### src/logic/status_words_params.svh
// Offsets, field positions, reset values and codes of the serial board status words
`ifndef STATUS_WORDS_PARAMS_SVH
`define STATUS_WORDS_PARAMS_SVH

// Word indices; byte address is four times the index
`define IDX_BOARD        8'hc8
`define IDX_PORT_ERR     8'hc9
`define IDX_CNT_ONE      8'hca
`define IDX_CNT_TWO      8'hcb
`define IDX_TRACE        8'hcc
`define IDX_MODE         8'hd0

// Board word
`define BIT_HW_FAULT     0
`define BIT_ID_FAIL      1
`define BIT_SEQ_DATA     2
`define BIT_UNUSED_LO    3
`define BIT_UNUSED_HI    10
`define BIT_EXEC_FAIL_P2 11
`define BIT_EXEC_FAIL_P1 12

// Port error word, port two sits one byte higher
`define PORT_SHIFT       8
`define ERR_CODE_LSB     0
`define BIT_COMM_ERR     4
`define BIT_TX_EN        5
`define BIT_RX_DONE      6
`define BIT_OVF_ABORT    7

// Trace, echo and sequence error word
`define BIT_TRACE_LSB    0
`define BIT_ECHO_LSB     6
`define SEQ_ERR_LSB      8
`define SEQ_ERR_STRIDE   4

// Reset values
`define RST_WORD         16'h0000
`define RST_MODE         4'h0

// Port error codes
`define ERR_NORMAL       4'h0
`define ERR_PARITY       4'h1
`define ERR_FRAMING      4'h2
`define ERR_OVERRUN      4'h3
`define ERR_FRAME_CHECK  4'h4
`define ERR_TIMEOUT      4'h5
`define ERR_CHECKSUM     4'h6
`define ERR_COMMAND      4'h7

// Sequence error codes
`define SEQ_NORMAL       4'h0
`define SEQ_NUMBER       4'h2
`define SEQ_GRAMMAR      4'h4
`define SEQ_DURING_INIT  4'h5

// Largest BCD digit
`define BCD_MAX_DIGIT    4'h9

`endif

### src/logic/status_words_pkg.sv
// Types shared by the serial board status word bank
package status_words_pkg;

    typedef enum logic [1:0] {
        mode_host_link,
        mode_no_protocol,
        mode_sequence,
        terminal_link_mode
    } port_mode_t;

    typedef struct packed {
        logic hw_fault;
        logic id_fail;
        logic seq_data_fault;
        logic clear;
    } board_hw_t;

    typedef struct packed {
        logic       clear;
        logic       err_valid;
        logic [3:0] err_code;
        logic       comm_err;
        logic       tx_enabled;
        logic       rx_done;
        logic       rx_overflow;
        logic       abort_done;
        logic       exec_fail;
        logic       rx_byte;
        logic [7:0] terminal_active;
        logic       repeat_load;
        logic [7:0] repeat_value;
        logic       tracing;
        logic       echo_disabled;
        logic       seq_err_valid;
        logic [3:0] seq_err_code;
    } port_hw_t;

    typedef struct packed {
        logic        read;
        logic        write;
        logic [11:0] address;
        logic [31:0] writedata;
        logic [3:0]  byteenable;
    } avalon_req_t;

    typedef struct packed {
        logic [31:0] readdata;
        logic        waitrequest;
    } avalon_rsp_t;

endpackage

### src/logic/bcd_rx_counter.sv
// Four digit BCD reception counter that wraps from 9999 to 0000
`timescale 1ns/1ps
module bcd_rx_counter
    import status_words_pkg::*;
#(
    parameter int DIGITS = 4
) (
    input  wire logic                  clk_sys,
    input  wire logic                  reset_n,
    input  wire logic                  clear,
    input  wire logic                  incr,
    output logic      [4*DIGITS-1:0]   count_q
);
    `include "status_words_params.svh"

    logic [4*DIGITS-1:0] count_d;
    logic                carry;

    always_comb begin
        count_d = count_q;
        carry   = incr;
        for (int i = 0; i < DIGITS; i++) begin
            if (carry) begin
                if (count_q[4*i +: 4] == `BCD_MAX_DIGIT) begin
                    count_d[4*i +: 4] = 4'h0;
                end else begin
                    count_d[4*i +: 4] = count_q[4*i +: 4] + 4'h1;
                    carry             = 1'b0;
                end
            end
        end
        // A byte in the clearing cycle still counts as the first one
        if (clear) begin
            count_d = {{(4*DIGITS-1){1'b0}}, incr};
        end
    end

    always_ff @(posedge clk_sys or negedge reset_n) begin
        if (!reset_n) begin
            count_q <= '0;
        end else begin
            count_q <= count_d;
        end
    end

endmodule // bcd_rx_counter

### src/logic/avalon_wait_slave.sv
// Avalon-MM handshake: one wait cycle, then the access completes
`timescale 1ns/1ps
module avalon_wait_slave
    import status_words_pkg::*;
(
    input  wire logic clk_sys,
    input  wire logic reset_n,
    input  wire logic read,
    input  wire logic write,
    output logic      waitrequest,
    output logic      take
);
    logic ack_q;
    logic ack_d;
    logic req;

    // The wait cycle gives the read mux a full cycle to register its word
    always_comb begin
        req         = read | write;
        ack_d       = req & ~ack_q;
        waitrequest = req & ~ack_q;
        take        = req & ack_q;
    end

    always_ff @(posedge clk_sys or negedge reset_n) begin
        if (!reset_n) begin
            ack_q <= 1'b0;
        end else begin
            ack_q <= ack_d;
        end
    end

endmodule // avalon_wait_slave

### src/logic/status_word_bank.sv
// Status word bank of a two-port serial communications board
//
// Behaviour
// - Board fault sets bit 0, port id failure bit 1, sequence data fault bit 2.
// - Sequence execution failure: bit 12 for port one, bit 11 for port two.
// - Each port shows a 4-bit error code; codes 0 to 7 as listed.
// - In sequence mode bit 7 / bit 15 show abort completed.
// - Terminal link mode: counter word bits 0-7 show terminals 0-7 active.
// - Sequence mode: counter word low byte holds repeat counter present value.
// - No-protocol mode: counter word holds reception count as four BCD digits.
// - Echoback disabled shown in bit 6 port one, bit 7 port two.
// - Per-port 4-bit sequence error code in bits 8-11 and 12-15.
//
// Added by the designer: the Avalon-MM slave port.
`timescale 1ns/1ps
module status_word_bank
    import status_words_pkg::*;
(
    input  wire logic              clk_sys,
    input  wire logic              reset_n,
    input  wire avalon_req_t       bus_req,
    output avalon_rsp_t            bus_rsp,
    input  wire board_hw_t         board_hw,
    input  wire port_hw_t    [1:0] port_hw,
    output port_mode_t       [1:0] port_mode
);
    `include "status_words_params.svh"

    function automatic logic is_word(input logic [11:0] addr, input logic [7:0] idx);
        is_word = (addr == {2'b00, idx, 2'b00});
    endfunction

    function automatic logic legal_err(input logic [3:0] code);
        legal_err = (code <= `ERR_COMMAND);
    endfunction

    function automatic logic legal_seq(input logic [3:0] code);
        legal_seq = (code == `SEQ_NORMAL) || (code == `SEQ_NUMBER) ||
                    (code == `SEQ_GRAMMAR) || (code == `SEQ_DURING_INIT);
    endfunction

    function automatic logic [15:0] counter_word(input port_mode_t mode,
                                                 input logic [7:0] term,
                                                 input logic [7:0] rep,
                                                 input logic [15:0] bcd);
        case (mode)
            terminal_link_mode: counter_word = {8'h00, term};
            mode_sequence:      counter_word = {8'h00, rep};
            mode_no_protocol:   counter_word = bcd;
            default:            counter_word = `RST_WORD;
        endcase
    endfunction

    // Bus handshake
    logic waitrequest;
    logic take;

    avalon_wait_slave u_slave (
        .clk_sys     (clk_sys),
        .reset_n     (reset_n),
        .read        (bus_req.read),
        .write       (bus_req.write),
        .waitrequest (waitrequest),
        .take        (take)
    );

    // Board level sticky flags
    logic       hw_fault_q;
    logic       hw_fault_d;
    logic       id_fail_q;
    logic       id_fail_d;
    logic       seq_data_q;
    logic       seq_data_d;

    always_comb begin
        // Set wins over a clear in the same cycle
        hw_fault_d = board_hw.hw_fault | (hw_fault_q & ~board_hw.clear);
        id_fail_d  = board_hw.id_fail | (id_fail_q & ~board_hw.clear);
        seq_data_d = board_hw.seq_data_fault | (seq_data_q & ~board_hw.clear);
    end

    always_ff @(posedge clk_sys or negedge reset_n) begin
        if (!reset_n) begin
            hw_fault_q <= 1'b0;
            id_fail_q  <= 1'b0;
            seq_data_q <= 1'b0;
        end else begin
            hw_fault_q <= hw_fault_d;
            id_fail_q  <= id_fail_d;
            seq_data_q <= seq_data_d;
        end
    end

    // Per-port state
    logic [1:0][3:0]  err_code_q;
    logic [1:0][3:0]  err_code_d;
    logic [1:0]       comm_err_q;
    logic [1:0]       comm_err_d;
    logic [1:0]       rx_done_q;
    logic [1:0]       rx_done_d;
    logic [1:0]       rx_ovf_q;
    logic [1:0]       rx_ovf_d;
    logic [1:0]       abort_q;
    logic [1:0]       abort_d;
    logic [1:0]       exec_fail_q;
    logic [1:0]       exec_fail_d;
    logic [1:0][7:0]  repeat_q;
    logic [1:0][7:0]  repeat_d;
    logic [1:0][3:0]  seq_err_q;
    logic [1:0][3:0]  seq_err_d;
    logic [1:0][15:0] bcd_count;

    always_comb begin
        for (int p = 0; p < 2; p++) begin
            err_code_d[p]  = port_hw[p].clear ? `ERR_NORMAL : err_code_q[p];
            // Codes outside the list are dropped so the field never shows junk
            if (port_hw[p].err_valid && legal_err(port_hw[p].err_code)) begin
                err_code_d[p] = port_hw[p].err_code;
            end
            comm_err_d[p]  = port_hw[p].comm_err | (comm_err_q[p] & ~port_hw[p].clear);
            rx_done_d[p]   = port_hw[p].rx_done | (rx_done_q[p] & ~port_hw[p].clear);
            rx_ovf_d[p]    = port_hw[p].rx_overflow | (rx_ovf_q[p] & ~port_hw[p].clear);
            abort_d[p]     = port_hw[p].abort_done | (abort_q[p] & ~port_hw[p].clear);
            exec_fail_d[p] = port_hw[p].exec_fail | (exec_fail_q[p] & ~port_hw[p].clear);
            repeat_d[p]    = port_hw[p].repeat_load ? port_hw[p].repeat_value
                                                    : repeat_q[p];
            seq_err_d[p]   = port_hw[p].clear ? `SEQ_NORMAL : seq_err_q[p];
            if (port_hw[p].seq_err_valid && legal_seq(port_hw[p].seq_err_code)) begin
                seq_err_d[p] = port_hw[p].seq_err_code;
            end
        end
    end

    always_ff @(posedge clk_sys or negedge reset_n) begin
        if (!reset_n) begin
            err_code_q  <= '0;
            comm_err_q  <= '0;
            rx_done_q   <= '0;
            rx_ovf_q    <= '0;
            abort_q     <= '0;
            exec_fail_q <= '0;
            repeat_q    <= '0;
            seq_err_q   <= '0;
        end else begin
            err_code_q  <= err_code_d;
            comm_err_q  <= comm_err_d;
            rx_done_q   <= rx_done_d;
            rx_ovf_q    <= rx_ovf_d;
            abort_q     <= abort_d;
            exec_fail_q <= exec_fail_d;
            repeat_q    <= repeat_d;
            seq_err_q   <= seq_err_d;
        end
    end

    // Reception counters run only in no-protocol mode
    for (genvar p = 0; p < 2; p++) begin : g_port
        bcd_rx_counter #(.DIGITS(4)) u_bcd (
            .clk_sys (clk_sys),
            .reset_n (reset_n),
            .clear   (port_hw[p].clear),
            .incr    (port_hw[p].rx_byte && port_mode[p] == mode_no_protocol),
            .count_q (bcd_count[p])
        );
    end

    // Mode register, the only word that software may write
    logic [3:0] mode_q;
    logic [3:0] mode_d;

    always_comb begin
        mode_d = mode_q;
        // Status word addresses are never decoded for writes, so they stay read-only
        if (take && bus_req.write && bus_req.byteenable[0] &&
            is_word(bus_req.address, `IDX_MODE)) begin
            mode_d = bus_req.writedata[3:0];
        end
    end

    always_ff @(posedge clk_sys or negedge reset_n) begin
        if (!reset_n) begin
            mode_q <= `RST_MODE;
        end else begin
            mode_q <= mode_d;
        end
    end

    assign port_mode[0] = port_mode_t'(mode_q[1:0]);
    assign port_mode[1] = port_mode_t'(mode_q[3:2]);

    // Status words as seen by the processor
    logic [15:0] w_board;
    logic [15:0] w_port_err;
    logic [15:0] w_cnt [2];
    logic [15:0] w_trace;

    always_comb begin
        w_board                    = `RST_WORD;
        w_board[`BIT_HW_FAULT]     = hw_fault_q;
        w_board[`BIT_ID_FAIL]      = id_fail_q;
        w_board[`BIT_SEQ_DATA]     = seq_data_q;
        w_board[`BIT_EXEC_FAIL_P1] = exec_fail_q[0];
        w_board[`BIT_EXEC_FAIL_P2] = exec_fail_q[1];
        w_port_err = `RST_WORD;
        w_trace    = `RST_WORD;
        for (int p = 0; p < 2; p++) begin
            w_port_err[`PORT_SHIFT*p + `ERR_CODE_LSB +: 4] = err_code_q[p];
            w_port_err[`PORT_SHIFT*p + `BIT_COMM_ERR]      = comm_err_q[p];
            w_port_err[`PORT_SHIFT*p + `BIT_TX_EN]         = port_hw[p].tx_enabled;
            w_port_err[`PORT_SHIFT*p + `BIT_RX_DONE]       = rx_done_q[p];
            // The top bit of each byte changes meaning with the mode
            w_port_err[`PORT_SHIFT*p + `BIT_OVF_ABORT] =
                (port_mode[p] == mode_sequence) ? abort_q[p] : rx_ovf_q[p];
            w_cnt[p] = counter_word(port_mode[p], port_hw[p].terminal_active,
                                    repeat_q[p], bcd_count[p]);
            w_trace[`BIT_TRACE_LSB + p] = port_hw[p].tracing;
            w_trace[`BIT_ECHO_LSB + p]  = port_hw[p].echo_disabled;
            w_trace[`SEQ_ERR_LSB + `SEQ_ERR_STRIDE*p +: 4] = seq_err_q[p];
        end
    end

    // Read data is registered in the wait cycle and stands at the completing edge
    logic [15:0] rdata_q;
    logic [15:0] rdata_d;

    always_comb begin
        rdata_d = rdata_q;
        if (bus_req.read && waitrequest) begin
            rdata_d = `RST_WORD;
            if (is_word(bus_req.address, `IDX_BOARD))    rdata_d = w_board;
            if (is_word(bus_req.address, `IDX_PORT_ERR)) rdata_d = w_port_err;
            if (is_word(bus_req.address, `IDX_CNT_ONE))  rdata_d = w_cnt[0];
            if (is_word(bus_req.address, `IDX_CNT_TWO))  rdata_d = w_cnt[1];
            if (is_word(bus_req.address, `IDX_TRACE))    rdata_d = w_trace;
            if (is_word(bus_req.address, `IDX_MODE))     rdata_d = {12'h000, mode_q};
        end
    end

    always_ff @(posedge clk_sys or negedge reset_n) begin
        if (!reset_n) begin
            rdata_q <= `RST_WORD;
        end else begin
            rdata_q <= rdata_d;
        end
    end

    assign bus_rsp.readdata    = {16'h0000, rdata_q};
    assign bus_rsp.waitrequest = waitrequest;
endmodule // status_word_bank

### config.mk
export PLATFORM = sky130hd
export DESIGN_NAME = status_word_bank
export DESIGN_NICKNAME = d
export VERILOG_FILES = /design/src/logic/status_words_pkg.sv /design/src/logic/bcd_rx_counter.sv /design/src/logic/avalon_wait_slave.sv /design/src/logic/status_word_bank.sv
export VERILOG_INCLUDE_DIRS = /design/src /design/src/logic
export SDC_FILE = /design/constraint.sdc
export NUM_CORES = 1
export LEC_CHECK = 0
export BUFFER_PORTS_ARGS = -buffer_cell sky130_fd_sc_hd__buf_2
export CAP_MARGIN = 20
export CORE_ASPECT_RATIO = 2
export CORE_MARGIN = 2
export CORE_UTILIZATION = 52
export DETAILED_ROUTE_END_ITERATION = 10
export PLACE_DENSITY = 0.81
export RECOVER_POWER = 50
export SYNTH_ARGS = -nofsm -noshare
export SYNTH_HDL_FRONTEND = slang
export SYNTH_SLANG_ARGS = --single-unit
### constraint.sdc
create_clock -name clk_sys -period 3 [get_ports clk_sys]
set_clock_uncertainty 0.1 [all_clocks]
set_input_delay 0.45 -clock clk_sys [delete_from_list [all_inputs] [get_ports clk_sys]]
set_output_delay 0.45 -clock clk_sys [all_outputs]
set_load 0.1 [all_outputs]
After elaboration in Yosys (flattened, before gate mapping)
Index checks and enable logic that the tools add are counted.

Add/sub/neg operators: 8. Order comparisons: 2. Equal/unequal tests: 26. Multiplexer cells: 46. Bitwise operators: 33. Reductions and logical operators: 30.

Operators with widths (number): $mux W16 (7); $pmux W16 S3 (2); $mux W4 (22); $eq A12 B10 Y1 const B (6); $add A4 B1 Y4 const B (8); $eq A4 B4 Y1 const B (8); $reduce_bool A2 Y1 (12); $eq A4 B3 Y1 const B (4); $and A1 B1 Y1 (15); $mux W1 (14); $or A1 B1 Y1 (14); $mux W13 (1); $logic_and A1 B1 Y1 (10); $eq A2 B2 Y1 const B (4); $eq A4 B2 Y1 const B (2); $le A4 B3 Y1 const B (2); $logic_not A4 Y1 (2); $logic_or A1 B1 Y1 (6); $eq A2 B1 Y1 const B (2); $not A1 Y1 (4).

Register bits: 98. Output and inout bits: 37. Logic and storage cells: 170.

Longest topological paths before layout
Word-level depth: 7. Gate-level depth with buffers: 8. Depth with buffers taken out: 7.

Modules after synthesis
A second synthesis with hierarchy kept.

Cell total of the unflattened synthesis: 594. Area total of the unflattened synthesis: 5683.0 um2.

By module, submodules not included: status_word_bank (instances 1, cells an instance 381, area each 3726.1 um2); bcd_rx_counter (instances 2, cells an instance 105, area each 957.2 um2); avalon_wait_slave (instances 1, cells an instance 3, area each 42.5 um2).

Worst setup path before layout
Ideal clock, no wire load.

Path kind: register -> register. Start point: reg mode_q[2], in the netlist port_mode[2]. End point: reg g_port[1].u_bcd.count_q[12]. Setup time: 0.125 ns. Arrival: 2.432 ns. Slack: 0.343 ns. Cell stages (with the launch flop): 7. Buffers on the path: 1. Path through: dfrtp_1 -> and3b_1 -> clkbuf_1 -> nand4_1 -> nor3_1 -> nor2_1 -> mux2_2.

Cells in the longest elaborated chain, start to end: 6.

Ends and longest elaborated chain: start, declared (RTL line status_word_bank.sv:168) `logic [3:0] mode_q;`; start signal, assigned (RTL line status_word_bank.sv:182) `` mode_q <= `RST_MODE; ``; start signal, assigned (RTL line status_word_bank.sv:184) `mode_q <= mode_d;`; $eq A2 B1 Y1 (RTL line status_word_bank.sv:162) `.incr (port_hw[p].rx_byte && port_mode[p] == mode_no_protocol),`; $logic_and A1 B1 Y1 (RTL line status_word_bank.sv:162); $mux W1 (3 in a row) (RTL line bcd_rx_counter.sv:23) `if (carry) begin`; $reduce_bool A2 Y1 (no source line); end signal, assigned (RTL line bcd_rx_counter.sv:42) `count_q <= count_d;`; end, declared (RTL line bcd_rx_counter.sv:12) `output logic [4*DIGITS-1:0] count_q`.

No other way between the ends. A chain may end at the register's enable or synchronous reset.

Worst setup path after layout
Start point: reg g_port[1].u_bcd.count_q[0]. End point: reg g_port[1].u_bcd.count_q[13].

Cells in the longest elaborated chain, start to end: 6.

Ends and longest elaborated chain: $eq A4 B4 Y1 (no source line); $mux W1 (RTL line bcd_rx_counter.sv:24) `` if (count_q[4*i +: 4] == `BCD_MAX_DIGIT) begin ``; $mux W1 (3 in a row) (RTL line bcd_rx_counter.sv:23); $reduce_bool A2 Y1 (no source line).

No other way between the ends.

==> impl_results.md <==
- Main combinational cell family by area after synthesis: simple AND/OR/NAND/NOR gates
- Die outline height: 149 um
- Static Leak: 0.00298 uW
- Vias in the first global route: 4790
- Standard cell core area: 10400 um^2
- Number of different library cells in the post-synthesis netlist: 63
- Final Max Tran Viols: 0
- Seq/Total Area, Yosys: 44.6%
- Number of DRC markers in iteration 0: 397
- Overall die area: 11500 um^2
- Critical Path AT: 2570 ps
- Ports placed on the boundary: 167
- Clock period minus final worst setup slack: 2430 ps
- Run status: complete, no violations
- Post-synthesis compound-gate area fraction: 17.9%
- Detail-routed net length per standard cell: 17.4 um
- Number of design rule violations left after detail routing: 0
- Via count: 4850
- CTS buffer count: 9
- Critical path data required time: 3130 ps
- Period Utilization, post-route: 81.1%
- Diode insertion count for antenna repair: 0
- Post-synth EDFFs: 0
- Worst setup SP type: flop
- Clock tree sinks: 98
- Global-route wire length before repair: 23000 um
- Reg clk slew, reported paths: 70 ps
- CTS Hold Bufs: 0
- Insertion delay to the later sink of the worst-skew pair: 350 ps
- Most used DFF post-synth: sky130_fd_sc_hd__dfrtp_1
- Vias per inst: 5.91
- Cell accounting for the most synthesized area: sky130_fd_sc_hd__dfrtp_1
- Post-CTS repair timing setup buffer count: 0
- Max-Cap Viols: 0
- Count of nets after finishing: 822
- Initial antenna violation count: 0
- Worst slew margin relative to its limit: 2.13%
- Root buffer cell: sky130_fd_sc_hd__clkbuf_16
- Post-Synthesis Cell Area: 5500 um^2
- Initial Utilization: 52.8%
- Pwr Density: 495 nW/um^2
- H-tree Lvls: 3
- Crit. End Element: flop
- Share of Yosys cell area claimed by the top area cell type: 44.6%
- # rows: 53
- Setup repair after global routing missed its margin: false
- Synthesized instance count: 571
- Setup-failing EPs final: 0
- Accumulated negative setup slack: 0 ps
- Clock tree from TritonCTS: yes
- Hold Vio Cnt, Final: 0
- Buffers from clock root to sink, at most: 2
- #FFs+latches synth: 98
- Synth Area in Adders: 3.18%
- Total of warnings raised by yosys: 0
- Detail Placement HPWL: 11000 um
- Multiplexer fraction of the synthesized cell area: 9.05%
- Width of the chip: 76.7 um
- Post-layout instance count excluding filler cells: 820
- Maximum fanout along the worst path: 9
- Final Worst Setup Slack: 566 ps
- Peak clock frequency supported by timing: 411 MHz
- All-layer global routing usage: 25.6%
- Count of placed standard cells including taps: 804
- Total iterations of the first detailed-routing run: 7
- Worst hold path type: in2reg
- Final weighted congestion in routability-driven placement: 0.861
- Number of instances resized during post-cts repair: 0
- Post-Synth XOR/XNOR Area: 0.955%
- Async set-reset flop share out of synthesis: 100%
- Overall routed net length: 14200 um
- Leading cell types by total area after synthesis: sky130_fd_sc_hd__dfrtp_1 (45%), sky130_fd_sc_hd__mux2_2 (7.8%), sky130_fd_sc_hd__o21ai_0 (4.5%)
- Global route overflow: 0
- Number of input and output port buffers inserted: 119
- Mean Syn Cell Area: 9.63 um^2
- Largest net degree at the start of global routing: 61
- Worst-case setup slack after placement: 347 ps
- Least-Margin Pin Slew: 1470 ps
- Crit path kind: reg2reg
- Area growth from synthesis to layout: 16.7%
- Share of layout cells above drive strength 1: 29.1%
- Peak supply drop: 0.000374 V
- Antenna violation net count after detailed routing: 0
- Post-synthesis share of cell area spent on and, or, nand and nor gates: 17.9%
-- metal layers --
metal / share of wire [%] / vias to the layer above / track usage (%)
li1: - / 2251 / -
met1: 37 / 2358 / 28.7
met2: 54 / 201 / 46.2
met3: 4.9 / 40 / 3.98
met4: 4.0 / 0 / 13.3
met5: 0 / - / 0
-- where the power goes --
group / internal [uW] / switching (uW)
logic: 173 / 449
clock network: 584 / 505
registers: 1400 / 63.5
total: 2160 / 1020
-- layout by cell type, fill, tap and decap left out, types with 4 or more instances in the layout --
cell,count
sky130_fd_sc_hd__conb_1,16
sky130_fd_sc_hd__and2_1,5
sky130_fd_sc_hd__a21oi_1,30
sky130_fd_sc_hd__nand2b_1,7
sky130_fd_sc_hd__o21ai_0,50
sky130_fd_sc_hd__a21o_1,13
sky130_fd_sc_hd__nor2b_1,10
sky130_fd_sc_hd__a22oi_1,12
sky130_fd_sc_hd__buf_2,116
sky130_fd_sc_hd__nor3b_1,4
sky130_fd_sc_hd__nor4_1,4
sky130_fd_sc_hd__mux2_2,38
sky130_fd_sc_hd__inv_1,24
sky130_fd_sc_hd__nor3_1,16
sky130_fd_sc_hd__and3_1,9
sky130_fd_sc_hd__nand4_1,4
sky130_fd_sc_hd__nand2_1,35
sky130_fd_sc_hd__or3_1,5
sky130_fd_sc_hd__xnor2_1,4
sky130_fd_sc_hd__nand3b_1,4
sky130_fd_sc_hd__dfrtp_1,98
sky130_fd_sc_hd__o22ai_1,5
sky130_fd_sc_hd__mux2i_1,7
sky130_fd_sc_hd__a221oi_1,5
sky130_fd_sc_hd__clkbuf_16,9
sky130_fd_sc_hd__a221o_1,4
sky130_fd_sc_hd__nor3_2,6
sky130_fd_sc_hd__nand3_1,18
sky130_fd_sc_hd__ha_1,14
sky130_fd_sc_hd__buf_4,9
sky130_fd_sc_hd__nor2_1,41
-- synth_stat cells, types with 9 or more instances --
cell / number
sky130_fd_sc_hd__a21oi_1: 30
sky130_fd_sc_hd__and3_1: 9
sky130_fd_sc_hd__nor2_1: 41
sky130_fd_sc_hd__nand3_1: 18
sky130_fd_sc_hd__o21ai_0: 50
sky130_fd_sc_hd__dfrtp_1: 98
sky130_fd_sc_hd__nor2b_1: 10
sky130_fd_sc_hd__ha_1: 14
sky130_fd_sc_hd__mux2_2: 38
sky130_fd_sc_hd__nand2_1: 35
sky130_fd_sc_hd__nor3_1: 16
sky130_fd_sc_hd__buf_4: 18
sky130_fd_sc_hd__a21o_1: 13
sky130_fd_sc_hd__clkbuf_1: 26
sky130_fd_sc_hd__inv_1: 24
sky130_fd_sc_hd__a22oi_1: 12
-- through the flow --
stage	util [%]	total power [uW]	hold slack, ps	area, um^2
global route	61.7	3280	184	6420
finish	61.7	3180	174	6420
detailed placement	59.1	2110	352	6160
CTS	61.8	3190	102	6440
global placement	59.1	2090	356	6160
floorplan	-	1930	54.4	5560
-- final cells by class --
cell class / instances / area, um^2
Fill cell: 896 / 3990
Multi-Input combinational cell: 416 / 2760
Sequential cell: 98 / 2450
Timing Repair Buffer: 129 / 666
Clock buffer: 10 / 239
Tap cell: 137 / 171
Inverter: 24 / 90.1
Clock inverter: 6 / 42.5
-- worst max-delay path, stage by stage (launching register included) --
cell and delay, ps:
sky130_fd_sc_hd__dfrtp_1 440, sky130_fd_sc_hd__ha_1 170, sky130_fd_sc_hd__and3b_1 310, sky130_fd_sc_hd__nand4_1 340
sky130_fd_sc_hd__nor3_1 500, sky130_fd_sc_hd__nor2_1 150, sky130_fd_sc_hd__mux2_2 300
-- worst paths after layout --
check,from,end,slack (ps),depth (start not counted)
min in group asynchronous,reset_n,err_code_q[6],350,1
setup / recovery,g_port[1].u_bcd.count_q[0],g_port[1].u_bcd.count_q[13],570,6
max in group asynchronous,reset_n,repeat_q[2],780,2
hold / removal,port_hw[30],comm_err_q[0],170,2
setup reg to reg,g_port[1].u_bcd.count_q[0],g_port[1].u_bcd.count_q[13],570,6
hold reg to reg,rdata_q[3],rdata_q[3],360,2
-- flip-flops by register name, indices dropped and copies added, names as in the netlist, 4 cells and up --
register and flops:
repeat_q 16, g_port.u_bcd.count_q 32, seq_err_q 8, port_mode 4, rdata_q 16, err_code_q 8
-- cells by family (layout without fill, tap and decap cells) --
| logic type | Yosys count | count (layout) |
|---|---|---|
| flip-flops | 98 | 98 |
| buffers and inverters | 72 | 169 |
| AND/OR/NAND/NOR | 184 | 184 |
| other | 1 | 16 |
| XOR/XNOR | 6 | 6 |
| multiplexers | 45 | 45 |
| AO/OA/AOI/OAI | 151 | 151 |
| adder cells (fa/ha/maj) | 14 | 14 |
Power figures use the tool's default switching activity.
